[src/shared/fxu_regs.svh]
`ifndef FXU_REGS_SVH
`define FXU_REGS_SVH

// Instruction field values and 32-bit operand constants
`define PRIMARY_OPCODE   6'h1f
`define XO_NABS          9'h1e8
`define XO_NEG           9'h068
`define XO_NAND          10'h1dc
`define MOST_NEGATIVE    32'h8000_0000
`define ONE_WORD         32'h0000_0001

// Register byte offsets on the bus
`define OFS_CTRL         8'h00
`define OFS_XER          8'h04
`define OFS_CR0          8'h08
`define OFS_RESULT       8'h0c
`define OFS_IRQ_STATUS   8'h10
`define OFS_IRQ_MASK     8'h14
`define OFS_COUNT        8'h18

// Field positions
`define CTRL_LEGACY_BIT  0
`define XER_SO_BIT       31
`define XER_OV_BIT       30
`define XER_CA_BIT       29
`define IRQ_DONE_BIT     0
`define IRQ_OVF_BIT      1
`define IRQ_ILLEGAL_BIT  2

// Reset values
`define CTRL_RESET       32'h0000_0001
`define MASK_RESET       3'h0

`endif

[src/shared/fxu_pkg.sv]
package fxu_pkg;

	typedef enum logic [1:0] {
		OP_NONE = 2'b00,
		OP_NABS = 2'b01,
		OP_NAND = 2'b10,
		OP_NEG  = 2'b11
	} op_e;

	typedef struct packed {
		logic so;
		logic signedWrapFlag;
		logic adderCoutBit;
	} xer_s;

	typedef struct packed {
		logic belowZeroFlag;
		logic aboveZeroFlag;
		logic zeroResultFlag;
		logic so;
	} cr0_s;

	typedef struct packed {
		logic [5:0] primary;
		logic [4:0] destRegField;
		logic [4:0] srcAField;
		logic [4:0] srcBField;
		logic       overflowEnable;
		logic [8:0] extOpcode;
		logic       recordFlag;
	} insn_s;

endpackage

[src/fixed_point_negate_nand_unit.sv]
// How it works
// RULE_01: Negative absolute: primary 31, extended 488, overflow enable bit 21, record bit 31.
// RULE_02: Negative absolute writes minus the absolute value of the source.
// RULE_03: Four variants; overflow enable gates exception flags, record gates condition field.
// RULE_04: Negative absolute never alters the carry bit.
// RULE_05: Negative absolute with overflow enable clears overflow, keeps summary overflow.
// RULE_06: Negative absolute with record updates less, greater, zero, summary bits.
// RULE_07: Negative absolute accepted only while the legacy mode bit is set.
// RULE_08: NAND: primary 31, extended 476 in bits 21-30, record bit 31.
// RULE_09: NAND writes the inverted bitwise AND of both sources.
// RULE_10: NAND never touches any exception register bit.
// RULE_11: NAND with record updates condition field 0, otherwise leaves it.
// RULE_12: Negate: primary 31, extended 104, overflow enable bit 21, record bit 31.
// RULE_13: Negate writes the source with its sign reversed.
// RULE_14: Negate inverts and adds one; most-negative source overflows when enabled.
// RULE_15: Negate keeps carry; overflow enable updates summary and overflow flags.
// RULE_16: Recorded field compares result signed against zero, copies summary overflow.
// RULE_17: 32-bit operands; result and all flags commit together at completion.
// RULE_18: Core supplies operands with the word and accepts the write-back outputs.
`timescale 1ns/1ps
`include "fxu_regs.svh"
`default_nettype none

module fixed_point_negate_nand_unit (
	// Clock and reset
	input  wire logic        sys_clk,
	input  wire logic        rst,
	// Issue from the core
	input  wire logic        issueValid,
	input  wire logic [31:0] insnWord,
	input  wire logic [31:0] srcValA,
	input  wire logic [31:0] srcValS,
	input  wire logic [31:0] srcValB,
	// Write-back to the core
	output logic             doneValid,
	output logic             illegalInsn,
	output logic             gprWriteEn,
	output logic [4:0]       gprWriteIdx,
	output logic [31:0]      gprWriteData,
	output logic             xerWriteEn,
	output fxu_pkg::xer_s    xerOut,
	output logic             cr0WriteEn,
	output fxu_pkg::cr0_s    cr0Out,
	// Wishbone slave
	input  wire logic        wbCyc,
	input  wire logic        wbStb,
	input  wire logic        wbWe,
	input  wire logic [7:0]  wbAdr,
	input  wire logic [3:0]  wbSel,
	input  wire logic [31:0] wbDatIn,
	output logic [31:0]      wbDatOut,
	output logic             wbAck,
	// Interrupt
	output logic             irq
);

////////////////////////////////////////////////////////////////////////////////
// Decode

	fxu_pkg::insn_s insn;
	fxu_pkg::op_e   opSel;
	wire logic      primaryHit;
	wire logic      nabsHit;
	wire logic      negHit;
	wire logic      nandHit;
	wire logic      legacyMode;
	wire logic      recordOn;
	wire logic      overflowOn;

	logic [31:0]    ctrlReg;

	// Field numbering counts from the word's most significant bit, so
	// field bit 0 is insnWord[31] and the record flag is insnWord[0].
	// Reserved bits of the single-source forms are ignored, not refused,
	// so older code with stray bits there still runs.

	assign insn       = fxu_pkg::insn_s'(insnWord);
	assign primaryHit = insn.primary == `PRIMARY_OPCODE;                           // [RULE_01] [RULE_08] [RULE_12]
	assign nabsHit    = primaryHit && (insn.extOpcode == `XO_NABS);                // [RULE_01]
	assign negHit     = primaryHit && (insn.extOpcode == `XO_NEG);                 // [RULE_12]
	assign nandHit    = primaryHit && (insnWord[10:1] == `XO_NAND);                // [RULE_08]
	assign legacyMode = ctrlReg[`CTRL_LEGACY_BIT];
	assign recordOn   = insn.recordFlag;
	// NAND has no overflow enable; bit 21 belongs to its extended opcode
	assign overflowOn = insn.overflowEnable && (opSel != fxu_pkg::OP_NAND);        // [RULE_08] [RULE_03]

	// Outside legacy mode the negative absolute code decodes as illegal
	assign opSel = (nabsHit && legacyMode) ? fxu_pkg::OP_NABS :                    // [RULE_07]
		negHit  ? fxu_pkg::OP_NEG  :
		nandHit ? fxu_pkg::OP_NAND :
		fxu_pkg::OP_NONE;

////////////////////////////////////////////////////////////////////////////////
// Execute

	logic [31:0]    execResult;
	logic [4:0]     execDest;
	wire logic      negOverflow;
	wire logic [31:0] negValue;
	wire logic [31:0] nabsValue;
	wire logic [31:0] nandValue;

	fxu_pkg::xer_s  xerReg;
	fxu_pkg::xer_s  xerNext;
	fxu_pkg::xer_s  xerExec;
	fxu_pkg::cr0_s  cr0Reg;
	fxu_pkg::cr0_s  cr0Next;
	fxu_pkg::cr0_s  cr0Exec;

	// One adder serves negate and negative absolute alike; the most
	// negative value maps onto itself, which is the only overflow case.

	assign negValue    = 32'(~srcValA + `ONE_WORD);                                // [RULE_13] [RULE_14]
	assign nabsValue   = srcValA[31] ? srcValA : negValue;                         // [RULE_02]
	assign nandValue   = ~(srcValS & srcValB);                                     // [RULE_09]
	assign negOverflow = srcValA == `MOST_NEGATIVE;                                // [RULE_14]

	// NAND writes the register named by its second field, the others the first

	always_comb begin
		execResult = 32'h0000_0000;
		execDest   = insn.destRegField;
		unique case (opSel)
			fxu_pkg::OP_NABS: begin
				execResult = nabsValue;
			end
			fxu_pkg::OP_NEG: begin
				execResult = negValue;
			end
			fxu_pkg::OP_NAND: begin
				execResult = nandValue;
				execDest   = insn.srcAField;
			end
			fxu_pkg::OP_NONE: begin
				execResult = 32'h0000_0000;
			end
		endcase
	end

	// Carry is copied through on every path
	always_comb begin
		xerExec = xerReg;                                                          // [RULE_04] [RULE_10]
		unique case (opSel)
			fxu_pkg::OP_NABS: begin
				xerExec.signedWrapFlag = 1'b0;                                     // [RULE_05]
			end
			fxu_pkg::OP_NEG: begin
				xerExec.signedWrapFlag = negOverflow;                              // [RULE_15]
				xerExec.so             = xerReg.so | negOverflow;                  // [RULE_15]
			end
			fxu_pkg::OP_NAND, fxu_pkg::OP_NONE: begin
				xerExec = xerReg;
			end
		endcase
	end

	// Summary overflow seen by the condition field is the value after
	// this instruction's own exception update, not the stale one

	wire logic      soForCr0;
	assign soForCr0 = overflowOn ? xerExec.so : xerReg.so;

	always_comb begin
		cr0Exec.belowZeroFlag  = execResult[31];                                   // [RULE_16]
		cr0Exec.aboveZeroFlag  = !execResult[31] && (execResult != 32'h0000_0000); // [RULE_16]
		cr0Exec.zeroResultFlag = execResult == 32'h0000_0000;                      // [RULE_16]
		cr0Exec.so             = soForCr0;                                         // [RULE_16]
	end

	wire logic      commit;
	wire logic      xerUpdate;
	wire logic      cr0Update;
	wire logic      illegalNow;
	wire logic      ovfEvent;

	// Illegal words still answer within one cycle, so the core never
	// stalls waiting on this unit

	assign commit     = issueValid && (opSel != fxu_pkg::OP_NONE);                 // [RULE_18]
	assign illegalNow = issueValid && (opSel == fxu_pkg::OP_NONE);                 // [RULE_07]
	assign xerUpdate  = commit && overflowOn;                                      // [RULE_03] [RULE_10]
	assign cr0Update  = commit && recordOn;                                        // [RULE_06] [RULE_11] [RULE_15]
	assign ovfEvent   = xerUpdate && (opSel == fxu_pkg::OP_NEG) && negOverflow;

////////////////////////////////////////////////////////////////////////////////
// Bus decode

	logic [2:0]     irqStatusReg;
	logic [2:0]     irqStatusNext;
	logic [2:0]     irqMaskReg;
	logic [31:0]    resultReg;
	logic [31:0]    countReg;
	logic [31:0]    readMux;

	wire logic      busReq;
	wire logic      busWrite;
	wire logic [31:0] laneMask;
	wire logic      selCtrl;
	wire logic      selXer;
	wire logic      selCr0;
	wire logic      selStatus;
	wire logic      selMask;
	wire logic [31:0] xerWord;
	wire logic [31:0] xerWritten;
	wire logic [31:0] ctrlWritten;
	wire logic [31:0] cr0Written;
	wire logic [31:0] statusClear;
	wire logic [31:0] maskWritten;
	wire logic [2:0]  irqEvents;

	// Every access is answered one cycle after it is seen; no wait states
	// are ever inserted, but a master should still wait for ack

	assign busReq    = wbCyc && wbStb;
	// A write lands only at the edge where ack is seen high
	assign busWrite  = busReq && wbWe && wbAck;
	assign laneMask  = {{8{wbSel[3]}}, {8{wbSel[2]}}, {8{wbSel[1]}}, {8{wbSel[0]}}};
	assign selCtrl   = wbAdr == `OFS_CTRL;
	assign selXer    = wbAdr == `OFS_XER;
	assign selCr0    = wbAdr == `OFS_CR0;
	assign selStatus = wbAdr == `OFS_IRQ_STATUS;
	assign selMask   = wbAdr == `OFS_IRQ_MASK;

	assign xerWord   = {xerReg, 29'h000_0000};
	assign xerWritten  = (xerWord & ~laneMask) | (wbDatIn & laneMask);
	assign ctrlWritten = (ctrlReg & ~laneMask) | (wbDatIn & laneMask);
	assign cr0Written  = ({28'h000_0000, cr0Reg} & ~laneMask) | (wbDatIn & laneMask);
	assign maskWritten = ({29'h000_0000, irqMaskReg} & ~laneMask) | (wbDatIn & laneMask);
	assign statusClear = (busWrite && selStatus) ? (wbDatIn & laneMask) : 32'h0000_0000;

	// Unmapped offsets read as zero and ignore writes
	always_comb begin
		unique case (wbAdr)
			`OFS_CTRL:       readMux = {31'h000_0000, ctrlReg[`CTRL_LEGACY_BIT]};
			`OFS_XER:        readMux = xerWord;
			`OFS_CR0:        readMux = {28'h000_0000, cr0Reg};
			`OFS_RESULT:     readMux = resultReg;
			`OFS_IRQ_STATUS: readMux = {29'h000_0000, irqStatusReg};
			`OFS_IRQ_MASK:   readMux = {29'h000_0000, irqMaskReg};
			`OFS_COUNT:      readMux = countReg;
			default:         readMux = 32'h0000_0000;
		endcase
	end

////////////////////////////////////////////////////////////////////////////////
// Architectural state next values

	// Bus writes to undefined bits are dropped, except in the control register, which keeps all 32 bits but reads back only bit 0

	// An instruction retiring in the same cycle beats a software write
	assign xerNext = xerUpdate ? xerExec :                                         // [RULE_17]
		(busWrite && selXer) ? fxu_pkg::xer_s'(xerWritten[31:29]) : xerReg;
	assign cr0Next = cr0Update ? cr0Exec :                                         // [RULE_17]
		(busWrite && selCr0) ? fxu_pkg::cr0_s'(cr0Written[3:0]) : cr0Reg;

	// New events win over a clear arriving in the same cycle
	assign irqEvents     = {illegalNow, ovfEvent, commit};
	assign irqStatusNext = (irqStatusReg & ~statusClear[2:0]) | irqEvents;

////////////////////////////////////////////////////////////////////////////////
// Registers

	always_ff @(posedge sys_clk or posedge rst) begin
		if (rst) begin
			wbAck    <= 1'b0;
			wbDatOut <= 32'h0000_0000;
		end else begin
			wbAck    <= busReq && !wbAck;
			wbDatOut <= (busReq && !wbAck) ? readMux : 32'h0000_0000;
		end
	end

	always_ff @(posedge sys_clk or posedge rst) begin
		if (rst) begin
			ctrlReg    <= `CTRL_RESET;
			irqMaskReg <= `MASK_RESET;
		end else begin
			if (busWrite && selCtrl) begin
				ctrlReg <= ctrlWritten;
			end
			if (busWrite && selMask) begin
				irqMaskReg <= maskWritten[2:0];
			end
		end
	end

	// The interrupt follows the updated status, so a new event raises it
	// at the same edge as its status bit; a mask change acts one cycle later

	always_ff @(posedge sys_clk or posedge rst) begin
		if (rst) begin
			xerReg       <= '0;
			cr0Reg       <= '0;
			irqStatusReg <= 3'h0;
			irq          <= 1'b0;
		end else begin
			xerReg       <= xerNext;
			cr0Reg       <= cr0Next;
			irqStatusReg <= irqStatusNext;
			irq          <= |(irqStatusNext & irqMaskReg);
		end
	end

	// Everything one instruction changes is presented in the same cycle
	always_ff @(posedge sys_clk or posedge rst) begin
		if (rst) begin
			doneValid    <= 1'b0;
			illegalInsn  <= 1'b0;
			gprWriteEn   <= 1'b0;
			gprWriteIdx  <= 5'h00;
			gprWriteData <= 32'h0000_0000;
			xerWriteEn   <= 1'b0;
			cr0WriteEn   <= 1'b0;
		end else begin
			doneValid    <= commit;                                                // [RULE_17]
			illegalInsn  <= illegalNow;
			gprWriteEn   <= commit;                                                // [RULE_17]
			gprWriteIdx  <= commit ? execDest : 5'h00;
			gprWriteData <= commit ? execResult : 32'h0000_0000;
			xerWriteEn   <= xerUpdate;                                             // [RULE_03]
			cr0WriteEn   <= cr0Update;                                             // [RULE_03]
		end
	end

	// The completion count wraps silently; software reads it as a free
	// running tally and takes differences

	always_ff @(posedge sys_clk or posedge rst) begin
		if (rst) begin
			xerOut    <= '0;
			cr0Out    <= '0;
			resultReg <= 32'h0000_0000;
			countReg  <= 32'h0000_0000;
		end else begin
			xerOut <= xerNext;
			cr0Out <= cr0Next;
			if (commit) begin
				resultReg <= execResult;
				countReg  <= 32'(countReg + `ONE_WORD);
			end
		end
	end

endmodule

`default_nettype wire

[config.mk]
export PLATFORM = sky130hd
export DESIGN_NAME = fixed_point_negate_nand_unit
export DESIGN_NICKNAME = d
export VERILOG_FILES = /design/src/shared/fxu_pkg.sv /design/src/fixed_point_negate_nand_unit.sv
export VERILOG_INCLUDE_DIRS = /design/src /design/src/shared
export SDC_FILE = /design/constraint.sdc
export NUM_CORES = 1
export LEC_CHECK = 0
export ABC_AREA = 1
export CAP_MARGIN = 20
export CORE_AREA = 3 3 112 136
export CTS_CLUSTER_DIAMETER = 100
export CTS_CLUSTER_SIZE = 16
export DETAILED_ROUTE_END_ITERATION = 6
export DIE_AREA = 0 0 115 139
export DONT_BUFFER_PORTS = 1
export MAX_ROUTING_LAYER = met4
export PLACE_DENSITY = 0.81
export RECOVER_POWER = 100
export SYNTH_ARGS = -nofsm -noshare
export SYNTH_HDL_FRONTEND = slang
export SYNTH_SLANG_ARGS = --single-unit
[constraint.sdc]
create_clock -name sys_clk -period 5.8 [get_ports sys_clk]
set_clock_uncertainty 0.1 [all_clocks]
set_input_delay 0.58 -clock sys_clk [delete_from_list [all_inputs] [get_ports sys_clk]]
set_output_delay 0.58 -clock sys_clk [all_outputs]
set_load 0.01 [all_outputs]
==> summary.txt <==
CTS
  • Clock sink count: between 150 and 200
  • Clk root buf: clkbuf_16
  • Htree depth: 4
  • Clock-pin slew on the worst setup and hold paths: about 0.06 ns
  • CTS Hold Bufs: 0
  • TritonCTS clock tree: yes
  • Worst skew pair latency: 0.42 ns
  • Postcts setup bufs: 0
  • Total CTS buffers: 17
  • Bufs on Longest Clock Path: 2
  • Cts repair resizes: 0

Worst setup path
  • Crit Path Class: primary input to flop
  • Critical path peak fanout: 27
  • CP required: between 6 and 7 ns
  • Reg-to-reg slack, setup: about 2.0 ns
  • CP Launch Type: primary input
  • CP Capture Type: flop
  • Crit path arrival time: 4.49 ns

Place
  • Placed cell count: about 1,300
  • RD Place Congestion: about 0.95
  • Post-DP HPWL: 17,800 µm
  • IO buf count: 0

Route
  • Avg WL per Cell: about 18 µm
  • Antenna-violating nets left: 0
  • 1st-iter DRT viols: around 650
  • Vias per inst: about 5.7
  • Via count: 7,691
  • Final wirelength: about 24,000 µm
  • DRC Markers: 0
  • Drt pass-1 iters: 6

GRT
  • Initial antenna violation count: 0
  • Gr ovfl total: 0
  • Vias in the first global route: 7,166
  • Global-route wire length before repair: approximately 37,000 µm
  • Total Routing Usage GR: between 30 and 40%
  • Largest net degree at the start of global routing: about 110

STA
  • Final setup TNS: 0 ns
  • Min cycle time layout: 4.29 ns
  • Final-report hold violation count: 0
  • Worst slew margin: -155%
  • Fmax: around 230 MHz
  • RSZ-0062 raised after global routing: no
  • Final-report setup violation count: 0
  • Worst slew pin tran: approximately 3.8 ns
  • Fin crit share: 73.9%
  • Slew Limit Fails: 140

Power
  • Pwr dens: around 240 mW/mm²
  • Worst ir drop on vdd: 0.200 mV
  • Leakage power: between 0.004 and 0.005 µW

Worst hold path
  • Min-delay worst type: primary input to flop

Final layout
  • Layout cells sized above 1: 4.11%
  • Post-route insts no fill: about 1,300
  • Diode count: 0
  • Nets: 1,337
  • Area Overhead vs Synth: 7.35%

Floorplanning
  • Area of the core: between 0.01 and 0.015 mm²
  • # rows: 48
  • Top-Level Pins: between 200 and 300
  • Vert. Die Dim: ~140 µm
  • Initial Utilization: between 50 and 60%
  • Die ar.: around 0.016 mm²
  • Die X: between 100 and 150 µm

Job
  • Max-cap violations: 2

Synthesis
  • Yosys cell types: 47
  • Synth Register Bits: about 150
  • Main combinational cell family by area after synthesis: simple AND/OR/NAND/NOR gates
  • Synth Area in XOR/XNOR: under 10%
  • Yosys Warn Count: 0
  • Most used DFF post-synth: dfrtp_1
  • Post-Synth Adder-Cell Area: 0.447%
  • Syn Std Cell Area: about 0.0084 mm²
  • Post-synthesis mux area share: less than 1%
  • EDFF count, synth: 0
  • Post-Synthesis Cells: around 1,200
  • Sequential area share after synthesis: around 46%
  • Fraction of registers with async set/reset: between 90% and 100%
  • Post-Syn Nets: about 1,300
  • Synth Area in Simple Gates: roughly a third
  • Syn_area_per_cell: around 7 µm²
  • Compound-gate portion of the synthesized area: 8.04%

Status
  • Run status: finished, violations left
  • Violated checks: capacitance limit, slew limit
==> layer usage <==
metal  wire [µm]  vias up  global-route usage [%]
li1            -     3680                       -
met1        9200     3555                    38.6
met2       11700      402                    49.5
met3        1990       54                    6.24
met4         704        0                    10.0
met5           0        -                       -
==> path summary, 6_finish.rpt <==
check                               from       endpoint  cells after the start
hold reg to reg            resultReg[16]  resultReg[16]                      1
hold / removal                issueValid    illegalInsn                      2
setup / recovery            insnWord[27]   countReg[30]                     11
max in group asynchronous            rst    countReg[5]                      1
min in group asynchronous            rst            irq                      1
setup reg to reg                    flop   countReg[30]                     12
==> report_power, final <==
part / total [µW] / internal, µW / switching [µW] / leakage, µW
Combinational: 81.5 / 20.8 / 60.7 / 0.00224
Sequential: 1070 / 1070 / 1.32 / 0.00210
Clock: 1040 / 580 / 457 / 0.000277
==> critical path, cell delays in order <==
cell	delay, ns
nand2_1	0.05
nor3_1	0.20
clkbuf_1	0.94
nand3_1	0.74
nand3_1	0.32
nand2_1	0.12
inv_1	0.52
nand3_1	0.15
nor4_1	0.48
nand4_1	0.20
xnor2_1	0.17
==> Yosys cell counts, types with 5 or more instances <==
cell type | count | area share (%)
nor4_1 | 7 | 0.52
o211ai_1 | 5 | 0.45
a31oi_1 | 8 | 0.60
inv_1 | 128 | 5.7
nand2_1 | 386 | 17
nand3_1 | 84 | 5.0
buf_2 | 8 | 0.48
o21ai_0 | 43 | 2.6
nor2_1 | 141 | 6.3
nor2_2 | 6 | 0.45
xnor2_1 | 14 | 1.5
dfrtp_1 | 152 | 45
nand2_2 | 5 | 0.37
a21oi_1 | 52 | 3.1
nand4_1 | 25 | 1.9
xor2_1 | 19 | 2.0
clkbuf_1 | 19 | 0.85
nor3_1 | 17 | 1.0
==> sequential cells by signal (all words and copies together) (netlist names), named ones only <==
name	cells
wbDatOut	32
irqStatusReg	3
xerOut	2
wbAck	1
cr0WriteEn	1
illegalInsn	1
xerWriteEn	1
countReg	32
gprWriteData	32
resultReg	32
irq	1
gprWriteIdx	5
gprWriteEn	1
==> cell families after synthesis <==
logic type,Yosys count
AND/OR/NAND/NOR,686
buffers and inverters,164
flip-flops,153
AO/OA/AOI/OAI,122
XOR/XNOR,33
adder cells (fa/ha/maj),3
multiplexers,2
==> cell type report <==
| class | count | area [µm²] |
|---|---|---|
| flip-flops and latches | 153 | 3830 |
| well taps | 175 | 219 |
| fillers | 1264 | 5170 |
| repair buffers | 6 | 33.8 |
| clock buffers | 19 | 453 |
| clock inverters | 13 | 108 |
| multi-input cells | 846 | 3860 |
| inverters | 132 | 497 |
==> metrics by stage <==
step	area, µm²	total power (µW)	util, %	hold WS, ns	setup WS, ns
final	9000	2190	63.5	0.174	1.51
after global routing	9000	2260	63.5	0.162	1.17
after CTS	9090	2200	64.1	0.158	2.43
after detailed placement	8530	1170	60.2	0.366	2.21
after global placement	8530	1170	60.2	0.361	2.25
after floorplan	8390	1160	-	0.342	1.00
==> cell usage in the layout, fill, tap and decap left out, types with 2 or more instances in the layout <==
cell type | netlist | routed
inv_6 | 0 | 5
a31oi_1 | 8 | 8
clkbuf_1 | 19 | 3
ha_1 | 3 | 3
nor2_1 | 141 | 146
nor4_1 | 7 | 7
xor2_1 | 19 | 19
clkinv_2 | 1 | 2
dfrtp_1 | 152 | 152
clkbuf_16 | 0 | 17
xnor2_1 | 14 | 14
a21o_1 | 4 | 4
nand3b_1 | 2 | 3
nand2_1 | 386 | 389
o211ai_1 | 5 | 5
clkinv_4 | 0 | 4
nand2_2 | 5 | 3
nand4_1 | 25 | 25
nor2_2 | 6 | 2
o21bai_1 | 2 | 2
nand3_1 | 84 | 85
a221oi_1 | 2 | 2
a21oi_1 | 52 | 53
buf_4 | 2 | 3
clkbuf_8 | 0 | 2
inv_1 | 128 | 130
nor3_1 | 17 | 19
o21ai_0 | 43 | 43
(Power assumes the default switching activity.)
